`config.mk`:
```
export PLATFORM = sky130hd
export DESIGN_NAME = on_chip_debug_unit
export DESIGN_NICKNAME = d
export VERILOG_FILES = /design/src/logic/debug_link_pkg.sv /design/src/logic/serial_bit_engine.sv /design/src/logic/on_chip_debug_unit.sv
export SDC_FILE = /design/constraint.sdc
export NUM_CORES = 1
export LEC_CHECK = 0
export BUFFER_PORTS_ARGS = -buffer_cell sky130_fd_sc_hd__buf_2
export CAP_MARGIN = 20
export CORE_AREA = 4 4 186 188
export CTS_CLUSTER_SIZE = 10
export DETAILED_ROUTE_END_ITERATION = 12
export DIE_AREA = 0 0 190 192
export HOLD_SLACK_MARGIN = 0.06
export RECOVER_POWER = 25
export SYNTH_ARGS = -nofsm -noshare
export SYNTH_HDL_FRONTEND = slang
export SYNTH_SLANG_ARGS = --single-unit
```
`constraint.sdc`:
```
create_clock -name sys_clk -period 3.6 [get_ports sys_clk]
set_input_delay 0.18 -clock sys_clk [delete_from_list [all_inputs] [get_ports sys_clk]]
set_output_delay 0.18 -clock sys_clk [all_outputs]
set_load 0.02 [all_outputs]
```
`src/logic/debug_link_pkg.sv`:
```
// package: constants and carriers for the debug serial link
package debug_link_pkg;
   // ----------------------------------------
   // timing and counts
   // ----------------------------------------
   localparam int unsigned CLK_HZ          = 100_000_000;
   localparam int unsigned CAL_LOW_BITS    = 8;
   localparam int unsigned MIN_RATE_DIV    = 512;
   localparam int unsigned CNT_W           = 13;
   localparam logic [CNT_W-1:0] CAL_MAX    = 13'h1000;
   localparam logic [CNT_W-1:0] CAL_MIN    = 13'h0020;
   localparam logic [3:0] BREAK_BITS       = 4'h9;
   localparam logic [3:0] FRAME_BITS       = 4'hA;
   localparam logic [16:0] SIZE_ZERO_LEN   = 17'h1_0000;
   // ----------------------------------------
   // commands
   // ----------------------------------------
   localparam logic [7:0] CMD_WR_PROG = 8'h0A;
   localparam logic [7:0] CMD_RD_PROG = 8'h0B;
   localparam logic [7:0] CMD_WR_DATA = 8'h0C;
   localparam logic [7:0] CMD_RD_DATA = 8'h0D;
   localparam logic [7:0] BLOCKED_BYTE = 8'hFF;

   typedef struct packed {
      logic        req;
      logic        write;
      logic        prog;
      logic [15:0] addr;
      logic [7:0]  wdata;
   } mem_req_s;

   typedef struct packed {
      logic        valid;
      logic [7:0]  rdata;
   } mem_rsp_s;

   typedef struct packed {
      logic debugHalted;
      logic readProtect;
      logic flashUnlocked;
   } gate_s;
endpackage : debug_link_pkg

```
`src/logic/serial_bit_engine.sv`:
```
// module: character receiver and transmitter sharing one measured bit period
module serial_bit_engine
   import debug_link_pkg::*;
(
   input  wire logic             sys_clk,
   input  wire logic             rst_n,
   input  wire logic             lineIn,
   input  wire logic [CNT_W-1:0] bitPeriod,
   input  wire logic             rateValid,
   input  wire logic             txStart,
   input  wire logic [7:0]       txByte,
   output logic                  rxValid,
   output logic [7:0]            rxByte,
   output logic                  txBusy,
   output logic                  txLine
);
   typedef enum logic [1:0] {RX_IDLE, RX_BITS, RX_STOP} rx_e;
   rx_e              rxSt_r, rxSt_nxt;
   logic [CNT_W-1:0] rxCnt_r, rxCnt_nxt, txCnt_r, txCnt_nxt;
   logic [3:0]       rxBit_r, rxBit_nxt, txBit_r, txBit_nxt;
   logic [7:0]       rxSh_r, rxSh_nxt;
   logic [9:0]       txSh_r, txSh_nxt;
   logic             rxValid_nxt, txBusy_nxt;
   logic             txBusy_r;

   always_comb begin
      rxSt_nxt    = rxSt_r;
      rxCnt_nxt   = rxCnt_r;
      rxBit_nxt   = rxBit_r;
      rxSh_nxt    = rxSh_r;
      rxValid_nxt = 1'b0;
      txCnt_nxt   = txCnt_r;
      txBit_nxt   = txBit_r;
      txSh_nxt    = txSh_r;
      txBusy_nxt  = txBusy_r;
      unique case (rxSt_r)
         RX_IDLE: begin
            // wait one and a half bit periods past the start edge, sample mid first data bit
            if (rateValid && !lineIn && !txBusy_r) begin
               rxSt_nxt  = RX_BITS;
               rxCnt_nxt = bitPeriod + (bitPeriod >> 1);
               rxBit_nxt = 4'h0;
            end
         end
         RX_BITS: begin
            if (rxCnt_r == '0) begin
               rxSh_nxt  = {lineIn, rxSh_r[7:1]};
               rxCnt_nxt = bitPeriod - CNT_W'(1);
               rxBit_nxt = rxBit_r + 4'h1;
               if (rxBit_r == 4'h7) begin
                  rxSt_nxt = RX_STOP;
               end
            end else begin
               rxCnt_nxt = rxCnt_r - CNT_W'(1);
            end
         end
         RX_STOP: begin
            if (rxCnt_r == '0) begin
               rxSt_nxt    = RX_IDLE;
               rxValid_nxt = lineIn;
            end else begin
               rxCnt_nxt = rxCnt_r - CNT_W'(1);
            end
         end
      endcase
      if (!rateValid) begin
         rxSt_nxt = RX_IDLE;
      end
      if (!txBusy_r) begin
         if (txStart && rateValid) begin
            txSh_nxt   = {1'b1, txByte, 1'b0};
            txBusy_nxt = 1'b1;
            txCnt_nxt  = bitPeriod - CNT_W'(1);
            txBit_nxt  = 4'h0;
         end
      end else if (txCnt_r == '0) begin
         txSh_nxt  = {1'b1, txSh_r[9:1]};
         txCnt_nxt = bitPeriod - CNT_W'(1);
         txBit_nxt = txBit_r + 4'h1;
         if (txBit_r == FRAME_BITS - 4'h1) begin
            txBusy_nxt = 1'b0;
         end
      end else begin
         txCnt_nxt = txCnt_r - CNT_W'(1);
      end
   end

   always_ff @(posedge sys_clk or negedge rst_n) begin
      if (!rst_n) begin
         rxSt_r   <= RX_IDLE;
         rxCnt_r  <= '0;
         rxBit_r  <= 4'h0;
         rxSh_r   <= 8'h00;
         rxValid  <= 1'b0;
         txCnt_r  <= '0;
         txBit_r  <= 4'h0;
         txSh_r   <= 10'h3FF;
         txBusy_r <= 1'b0;
      end else begin
         rxSt_r   <= rxSt_nxt;
         rxCnt_r  <= rxCnt_nxt;
         rxBit_r  <= rxBit_nxt;
         rxSh_r   <= rxSh_nxt;
         rxValid  <= rxValid_nxt;
         txCnt_r  <= txCnt_nxt;
         txBit_r  <= txBit_nxt;
         txSh_r   <= txSh_nxt;
         txBusy_r <= txBusy_nxt;
      end
   end

   assign rxByte = rxSh_r;
   assign txBusy = txBusy_r;
   assign txLine = txSh_r[0];
endmodule : serial_bit_engine

```
`src/logic/on_chip_debug_unit.sv`:
```
// module: debug serial front end with auto-baud and memory command framing
// How it works
// - start bit, eight data LSB first, stop
// - idle and silent until line activity
// - time eight low bits, load period
// - system clocked; counter spans clock/512 rate
// - nine low bit times resets rate logic
// - after break, recalibrate from fresh 80H
// - 0AH: opcode, address, size, then data
// - size zero means 65536 bytes
// - program writes need unlocked flash controller
// - writes dropped unless halted and unprotected
// - 0BH returns bytes, FFH when blocked
// - 0CH writes data memory, same header
// - 0DH returns FFH only when not halted
module on_chip_debug_unit
   import debug_link_pkg::*;
(
   input  wire logic              sys_clk,
   input  wire logic              rst_n,
   input  wire logic              debugSerialPinIn,
   output logic                   debugSerialPinOut,
   output logic                   debugSerialPinOe_n,
   input  wire debug_link_pkg::gate_s    gate,
   input  wire logic              stopMode,
   output debug_link_pkg::mem_req_s      memReq,
   input  wire debug_link_pkg::mem_rsp_s memRsp,
   output logic                   sysResetReq
);
   import debug_link_pkg::*;

   // ----------------------------------------
   // pin synchroniser
   // ----------------------------------------
   logic [2:0] pinSync_r;
   logic       line_r, line_nxt;
   always_comb begin
      line_nxt = line_r;
      if (pinSync_r[1] == pinSync_r[2]) begin
         line_nxt = pinSync_r[2];
      end
   end

   // ----------------------------------------
   // auto-baud and break
   // ----------------------------------------
   typedef enum logic [1:0] {AB_WAIT_HIGH, AB_WAIT_LOW, AB_MEASURE, AB_LOCKED} ab_e;
   ab_e              abSt_r, abSt_nxt;
   logic [CNT_W+3:0] lowCnt_r, lowCnt_nxt;
   logic [CNT_W-1:0] period_r, period_nxt;
   logic             breakSeen;
   logic             rateValid;
   assign rateValid = (abSt_r == AB_LOCKED);
   assign breakSeen = rateValid && !line_r &&
                      (lowCnt_r >= ({4'h0, period_r} * 17'(BREAK_BITS)));

   always_comb begin
      abSt_nxt   = abSt_r;
      lowCnt_nxt = line_r ? '0 : lowCnt_r + (CNT_W+4)'(1);
      period_nxt = period_r;
      unique case (abSt_r)
         AB_WAIT_HIGH: if (line_r) abSt_nxt = AB_WAIT_LOW;
         AB_WAIT_LOW:  if (!line_r) abSt_nxt = AB_MEASURE;
         AB_MEASURE: begin
            if (line_r) begin
               // eight low bits in the calibration character
               period_nxt = lowCnt_r[CNT_W+2:3];
               abSt_nxt   = (lowCnt_r[CNT_W+2:3] >= CAL_MIN[CNT_W-1:0] >> 3) ?
                            AB_LOCKED : AB_WAIT_LOW;
            end else if (lowCnt_r >= {1'b0, CAL_MAX, 3'b000}) begin
               abSt_nxt = AB_WAIT_HIGH;
            end
         end
         AB_LOCKED: if (breakSeen) abSt_nxt = AB_WAIT_HIGH;
      endcase
   end

   // ----------------------------------------
   // serial engine
   // ----------------------------------------
   logic       rxValid, txBusy, txLine, txStart_r, txStart_nxt;
   logic [7:0] rxByte, txByte_r, txByte_nxt;
   serial_bit_engine u_engine (
      .sys_clk   (sys_clk),
      .rst_n     (rst_n),
      .lineIn    (line_r),
      .bitPeriod (period_r),
      .rateValid (rateValid),
      .txStart   (txStart_r),
      .txByte    (txByte_r),
      .rxValid   (rxValid),
      .rxByte    (rxByte),
      .txBusy    (txBusy),
      .txLine    (txLine)
   );

   // ----------------------------------------
   // command framing
   // ----------------------------------------
   typedef enum logic [2:0] {C_CAL, C_OP, C_HDR, C_WDATA, C_RFETCH, C_RWAIT, C_RSEND} cmd_e;
   cmd_e        cSt_r, cSt_nxt;
   logic [7:0]  op_r, op_nxt;
   logic [1:0]  hdrIdx_r, hdrIdx_nxt;
   logic [15:0] addr_r, addr_nxt;
   logic [15:0] size_r, size_nxt;
   logic [16:0] left_r, left_nxt;
   mem_req_s    req_nxt;
   logic        allowWr, allowRd;

   always_comb begin
      allowWr = gate.debugHalted && !gate.readProtect &&
                ((op_r != CMD_WR_PROG) || gate.flashUnlocked);
      allowRd = gate.debugHalted &&
                ((op_r == CMD_RD_DATA) || !gate.readProtect);
   end

   always_comb begin
      cSt_nxt     = cSt_r;
      op_nxt      = op_r;
      hdrIdx_nxt  = hdrIdx_r;
      addr_nxt    = addr_r;
      size_nxt    = size_r;
      left_nxt    = left_r;
      txStart_nxt = 1'b0;
      txByte_nxt  = txByte_r;
      req_nxt     = '0;
      unique case (cSt_r)
         // the 80H itself is consumed by the measurement
         C_CAL: if (rateValid && line_r && !rxValid) cSt_nxt = C_OP;
         C_OP: begin
            if (rxValid) begin
               op_nxt     = rxByte;
               hdrIdx_nxt = 2'd0;
               if (rxByte inside {CMD_WR_PROG, CMD_RD_PROG, CMD_WR_DATA, CMD_RD_DATA}) begin
                  cSt_nxt = C_HDR;
               end
            end
         end
         C_HDR: begin
            if (rxValid) begin
               hdrIdx_nxt = hdrIdx_r + 2'd1;
               unique case (hdrIdx_r)
                  2'd0: addr_nxt[15:8] = rxByte;
                  2'd1: addr_nxt[7:0]  = rxByte;
                  2'd2: size_nxt[15:8] = rxByte;
                  2'd3: begin
                     size_nxt[7:0] = rxByte;
                     left_nxt = ({size_r[15:8], rxByte} == 16'h0000) ?
                                SIZE_ZERO_LEN : {1'b0, size_r[15:8], rxByte};
                     cSt_nxt = (op_r == CMD_WR_PROG || op_r == CMD_WR_DATA) ?
                               C_WDATA : C_RFETCH;
                  end
               endcase
            end
         end
         C_WDATA: begin
            if (rxValid) begin
               req_nxt.req   = allowWr;
               req_nxt.write = 1'b1;
               req_nxt.prog  = (op_r == CMD_WR_PROG);
               req_nxt.addr  = addr_r;
               req_nxt.wdata = rxByte;
               addr_nxt      = addr_r + 16'h0001;
               left_nxt      = left_r - 17'h0_0001;
               if (left_r == 17'h0_0001) cSt_nxt = C_OP;
            end
         end
         C_RFETCH: begin
            if (!txBusy) begin
               if (allowRd) begin
                  req_nxt.req  = 1'b1;
                  req_nxt.prog = (op_r == CMD_RD_PROG);
                  req_nxt.addr = addr_r;
                  cSt_nxt      = C_RWAIT;
               end else begin
                  txByte_nxt  = BLOCKED_BYTE;
                  txStart_nxt = 1'b1;
                  cSt_nxt     = C_RSEND;
               end
            end
         end
         C_RWAIT: begin
            if (memRsp.valid) begin
               txByte_nxt  = memRsp.rdata;
               txStart_nxt = 1'b1;
               cSt_nxt     = C_RSEND;
            end
         end
         C_RSEND: begin
            // wait one cycle for busy to rise, then for the byte to finish
            if (!txStart_r && !txBusy) begin
               addr_nxt = addr_r + 16'h0001;
               left_nxt = left_r - 17'h0_0001;
               cSt_nxt  = (left_r == 17'h0_0001) ? C_OP : C_RFETCH;
            end
         end
      endcase
      if (!rateValid) begin
         cSt_nxt = C_CAL;
      end
   end

   always_ff @(posedge sys_clk or negedge rst_n) begin
      if (!rst_n) begin
         pinSync_r          <= 3'b111;
         line_r             <= 1'b1;
         abSt_r             <= AB_WAIT_HIGH;
         lowCnt_r           <= '0;
         period_r           <= '0;
         cSt_r              <= C_CAL;
         op_r               <= 8'h00;
         hdrIdx_r           <= 2'd0;
         addr_r             <= 16'h0000;
         size_r             <= 16'h0000;
         left_r             <= 17'h0_0000;
         txStart_r          <= 1'b0;
         txByte_r           <= 8'h00;
         memReq             <= '0;
         debugSerialPinOut  <= 1'b1;
         debugSerialPinOe_n <= 1'b1;
         sysResetReq        <= 1'b0;
      end else begin
         pinSync_r          <= {pinSync_r[1:0], debugSerialPinIn};
         line_r             <= line_nxt;
         abSt_r             <= abSt_nxt;
         lowCnt_r           <= lowCnt_nxt;
         period_r           <= period_nxt;
         cSt_r              <= cSt_nxt;
         op_r               <= op_nxt;
         hdrIdx_r           <= hdrIdx_nxt;
         addr_r             <= addr_nxt;
         size_r             <= size_nxt;
         left_r             <= left_nxt;
         txStart_r          <= txStart_nxt;
         txByte_r           <= txByte_nxt;
         memReq             <= req_nxt;
         debugSerialPinOut  <= txLine;
         debugSerialPinOe_n <= !(txBusy || txStart_r);
         sysResetReq        <= stopMode && !line_nxt;
      end
   end
endmodule : on_chip_debug_unit

```
==> PnR_summary.wiki <==
{| class="wikitable"
! Metric !! Value
|-
| Summed instance area of the synthesized netlist || 11130 um2
|-
| Maximum level of the CTS H-tree || 4
|-
| Relative area change from synthesis to final layout || 14.38%
|-
| Simple logic cell fraction of the synthesized area || 17.74%
|-
| Relative slew slack || -52.43%
|-
| Proportion of power drawn by combinational gates || a little under an eighth
|-
| Inserted Clock Buffers || 17
|-
| Highest cell delay on the worst timing path || 390 ps
|-
| Min-Delay Startpoint || memRsp[7]
|-
| Timing endpoint of the critical path || abSt_r[0]
|-
| Final Hold Vio Count || 0
|-
| Wire length reported by the detailed router || 26970 um
|-
| Post-Place Cell Area || 11920 um2
|-
| CTS tree || built
|-
| Switching power of the nets || 0.001263 W
|-
| Setup slack of the worst register-to-register path || 40 ps
|-
| Clock latency at the later pin of the worst-skew pair || 440 ps
|-
| Number of global-route vias before repair || roughly 8800
|-
| Worst path slowest cell || sky130_fd_sc_hd__dfrtp_1
|-
| CP Class || reg -> reg
|-
| Worst-path cell chain || ha_1, ha_2, inv_2, fa_2, nor2b_1, o21a_1, o211ai_1, a31oi_2, and4_1, nor3_1, ha_1, nand3_2, nor2_2, o2111ai_2, a31oi_2, nor3_2, or2_2
|-
| Worst Max-Slew Pin Slew || 2286 ps
|-
| Critical path launch point || period_r[1]
|-
| Cell area power density || 366.9 nW/um2
|-
| Layout cell share with drive strength beyond 1 || 14.24%
|-
| Warnings from Yosys || 0
|-
| First-pass GRT wire length || ~45000 um
|-
| Clock network fraction of design power || 42.0%
|-
| Compound-gate portion of the synthesized area || 18.46%
|-
| Critical path endpoint category || flop
|-
| Crit Reg-Reg Startpoint || period_r[1]
|-
| Total of fill cells in the finished design || 3337
|-
| Root buffer cell || sky130_fd_sc_hd__clkbuf_16
|-
| Synthesized instance count || 1178
|-
| Routed length per instance || around 16 um
|-
| Max-cap violations || 1
|-
| Count of routing violations after the opening detailed-route iteration || roughly 580
|-
| Cell-internal power || 0.003409 W
|-
| RSZ-0062 raised after global routing || yes
|-
| Switching share of total power || 27.03%
|-
| Number of nets with antenna violations after routing || 0
|-
| Critical path peak fanout || 4
|-
| Port buffer count || 45
|-
| Final GP Congestion || 0.8487
|-
| Largest voltage drop on the vdd net || 0.0003080 V
|-
| Number of sinks on the clock net || 184
|-
| Setup total negative slack || 0 ps
|-
| Synth async-reset ratio || 100.0%
|-
| Capture instance of the worst register-to-register path || abSt_r[0]
|-
| Number of remaining DRC errors || 0
|-
| Pre-antenna DRT Iters || 5
|-
| Total die area || 36480 um2
|-
| Portion of the clock cycle consumed by the worst path in the final layout || 98.97%
|-
| Synth cell types || 80
|-
| Setup skew after layout || between 15 and 20 ps
|-
| Worst Reg2Reg Path Length in Cells || 17
|-
| Sequential power share || 46.6%
|-
| Synthesized netlist net count || 1279
|-
| Number of placement rows || between 60 and 70
|-
| Post-CTS clock slew at the launch and capture registers of the worst setup and hold paths || about 70 ps
|-
| Leak || 5.644 nW
|-
| Hold Crit Class || in -> reg
|-
| Fin. max-slew vios || 90
|-
| Main flop type after synthesis || sky130_fd_sc_hd__dfrtp_1
|-
| Total overflow reported by the global router || 0
|-
| Maximum clock frequency || 280.7 MHz
|-
| Total via count after detailed routing || 9122
|-
| Dpl hpwl || ~19000 um
|-
| #FFs+latches synth || 184
|-
| Violations in the final reports || max-capacitance violations, max-slew violations
|-
| Status || finished, violations left
|-
| N_diodes || 0
|-
| Horizontal die dimension || 190 um
|-
| Final worst path period need || 3563 ps
|-
| I/O Pins || 46
|-
| CTS max path bufs || 2
|-
| Initial core utilization || 33.62%
|-
| Critical path launch point type || flop
|-
| Xor/xnor cell area share of the yosys netlist || 3.934%
|-
| Sequential element share of the synthesized area || 41.53%
|-
| Number of nets at the end of the flow || 1338
|-
| Post-synthesis adder-cell area fraction || between 9 and 10%
|-
| Layout Cell Area excl Fill || about 13000 um2
|-
| Core ar. || 33110 um2
|-
| EDFF count, synth || 0
|-
| Post-Synthesis Mean Instance Area || 9.450 um2
|-
| Mux contribution to synthesized area || 5.125%
|-
| Setup violators final || 0
|-
| Vertical extent of the die || 192 um
|-
| Number of antenna violations at the first check in global routing || 0
|-
| Main combinational cell family by area after synthesis || compound AO/OA/AOI/OAI gates
|-
| Pin count of the biggest net entering global routing || 90
|-
| Data required time of the worst path || 3920 ps
|-
| Vias per Instance || 5.372
|-
| Worst endpoint data arrival time || 3880 ps
|-
| Overall track demand over capacity in global routing || 14.93%
|}
## final cells by class
| class | count | area (um2) | area share [%] |
|---|---|---|---|
| clock inverters | 13 | 166.4 | 1.307 |
| multi-input cells | 899 | 6188 | 48.60 |
| flip-flops and latches | 184 | 4623 | 36.31 |
| repair buffers | 85 | 573.1 | 4.501 |
| well taps | 448 | 560.5 | 4.403 |
| clock buffers | 19 | 432.9 | 3.400 |
| inverters | 50 | 187.7 | 1.474 |
## cell families (layout without fill, tap and decap cells)
family                     after synthesis  count (layout)
muxes                                   52              52
DFF                                    184             184
buffers and inverters                   95             167
xor gates and xnor gates                50              50
AOI/OAI and AO/OA                      317             317
adders and majority gates               86              86
and+or+nand+nor                        394             394
## worst min path at each step
| stage | to | cells past startpoint |
|---|---|---|
| 3_5_place_dp | pinSync_r[0] | 1 |
| 6_report | txByte_r[7] | 3 |
| 2_1_floorplan | abSt_r[0] | 0 |
| 5_1_grt | txByte_r[7] | 3 |
| 4_1_cts | txByte_r[7] | 3 |
| 3_3_place_gp | memReq[11] | 1 |
## state kept, by name, summed over array words and instances (netlist names), 9 cells and up
signal and count:
u_engine.rxCnt_r 13, u_engine.txCnt_r 13, u_engine.txSh_r 9, period_r 13
memReq 27, left_r 17, addr_r 16, lowCnt_r 17
## Yosys cell counts, types with 13 or more instances
master | n | share of area (%)
sky130_fd_sc_hd__dfrtp_1 | 169 | 38
sky130_fd_sc_hd__nor2_1 | 113 | 3.8
sky130_fd_sc_hd__nand2_1 | 88 | 3.0
sky130_fd_sc_hd__o21ai_0 | 85 | 3.8
sky130_fd_sc_hd__ha_1 | 83 | 9.3
sky130_fd_sc_hd__a21oi_1 | 72 | 3.2
sky130_fd_sc_hd__inv_1 | 47 | 1.6
sky130_fd_sc_hd__nand3_1 | 43 | 1.9
sky130_fd_sc_hd__mux2_2 | 40 | 4.0
sky130_fd_sc_hd__clkbuf_1 | 33 | 1.1
sky130_fd_sc_hd__xnor2_1 | 28 | 2.2
sky130_fd_sc_hd__nor2b_1 | 22 | 1.2
sky130_fd_sc_hd__nor3_1 | 22 | 0.99
sky130_fd_sc_hd__xor2_1 | 22 | 1.7
sky130_fd_sc_hd__nor4_1 | 17 | 0.96
sky130_fd_sc_hd__dfstp_2 | 15 | 3.5
sky130_fd_sc_hd__a31oi_1 | 14 | 0.79
sky130_fd_sc_hd__o211ai_1 | 14 | 0.94
sky130_fd_sc_hd__a21o_1 | 13 | 0.88
sky130_fd_sc_hd__and2_1 | 13 | 0.73
sky130_fd_sc_hd__nand2b_1 | 13 | 0.73
sky130_fd_sc_hd__nand4_1 | 13 | 0.73
sky130_fd_sc_hd__or3_1 | 13 | 0.73
## stage by stage
step	setup slack, ps	hold WS (ps)	utilization, %	power (W)	instances
finish	37.11	65.88	38.45	0.004671	1698
global route	-167.0	102.3	38.45	0.004868	1698
floorplan	112.3	-115.6	-	0.002581	1178
CTS	3.504	70.31	38.21	0.004713	1693
global placement	-43.19	286.9	35.96	0.002730	1649
detailed placement	-174.2	289.9	36.01	0.002734	1650
## power by group through the flow
stage               logic (W)  clock network, W  registers [W]
floorplan            0.000399                 0        0.00218
global placement     0.000516                 0        0.00221
detailed placement   0.000521                 0        0.00221
CTS                  0.000532           0.00201        0.00217
global route         0.000593           0.00209        0.00218
finish               0.000534           0.00196        0.00218
## layer usage
metal	global-route usage, %	part of all wire, %
met5	0	0
met4	4.007	1.6
met3	2.417	3.9
met2	25.34	48
met1	19.85	46
## cells in the final DEF, fill, tap and decap left out, drive strengths merged, types with 19 or more instances in the layout
| cell type | count |
|---|---|
| nand2 | 89 |
| inv | 52 |
| ha | 83 |
| dfrtp | 169 |
| nor2b | 22 |
| xnor2 | 28 |
| nor2 | 114 |
| xor2 | 22 |
| a21oi | 74 |
| nor4 | 19 |
| nor3 | 22 |
| buf | 64 |
| mux2 | 40 |
| clkbuf | 30 |
| o21ai | 88 |
| nand3 | 43 |
## repair_timing
item | in CTS | in global routing
setup endpoints to repair | 2 | 2
resized for setup | 6 | 8
hold buffers | 10 | 0
endpoints found under the hold margin | 90 | 0
pin swaps | 8 | 14
buffers inserted | 1 | 3
## worst max-delay path: cells and delay by family, from the launching register on
kind / cells / cell delay, ps
DFF: 1 / 390
and+or+nand+nor: 7 / 980
AOI/OAI and AO/OA: 5 / 890
buffers and inverters: 1 / 50
adders and majority gates: 4 / 1140
Power figures use the tool's default switching activity.
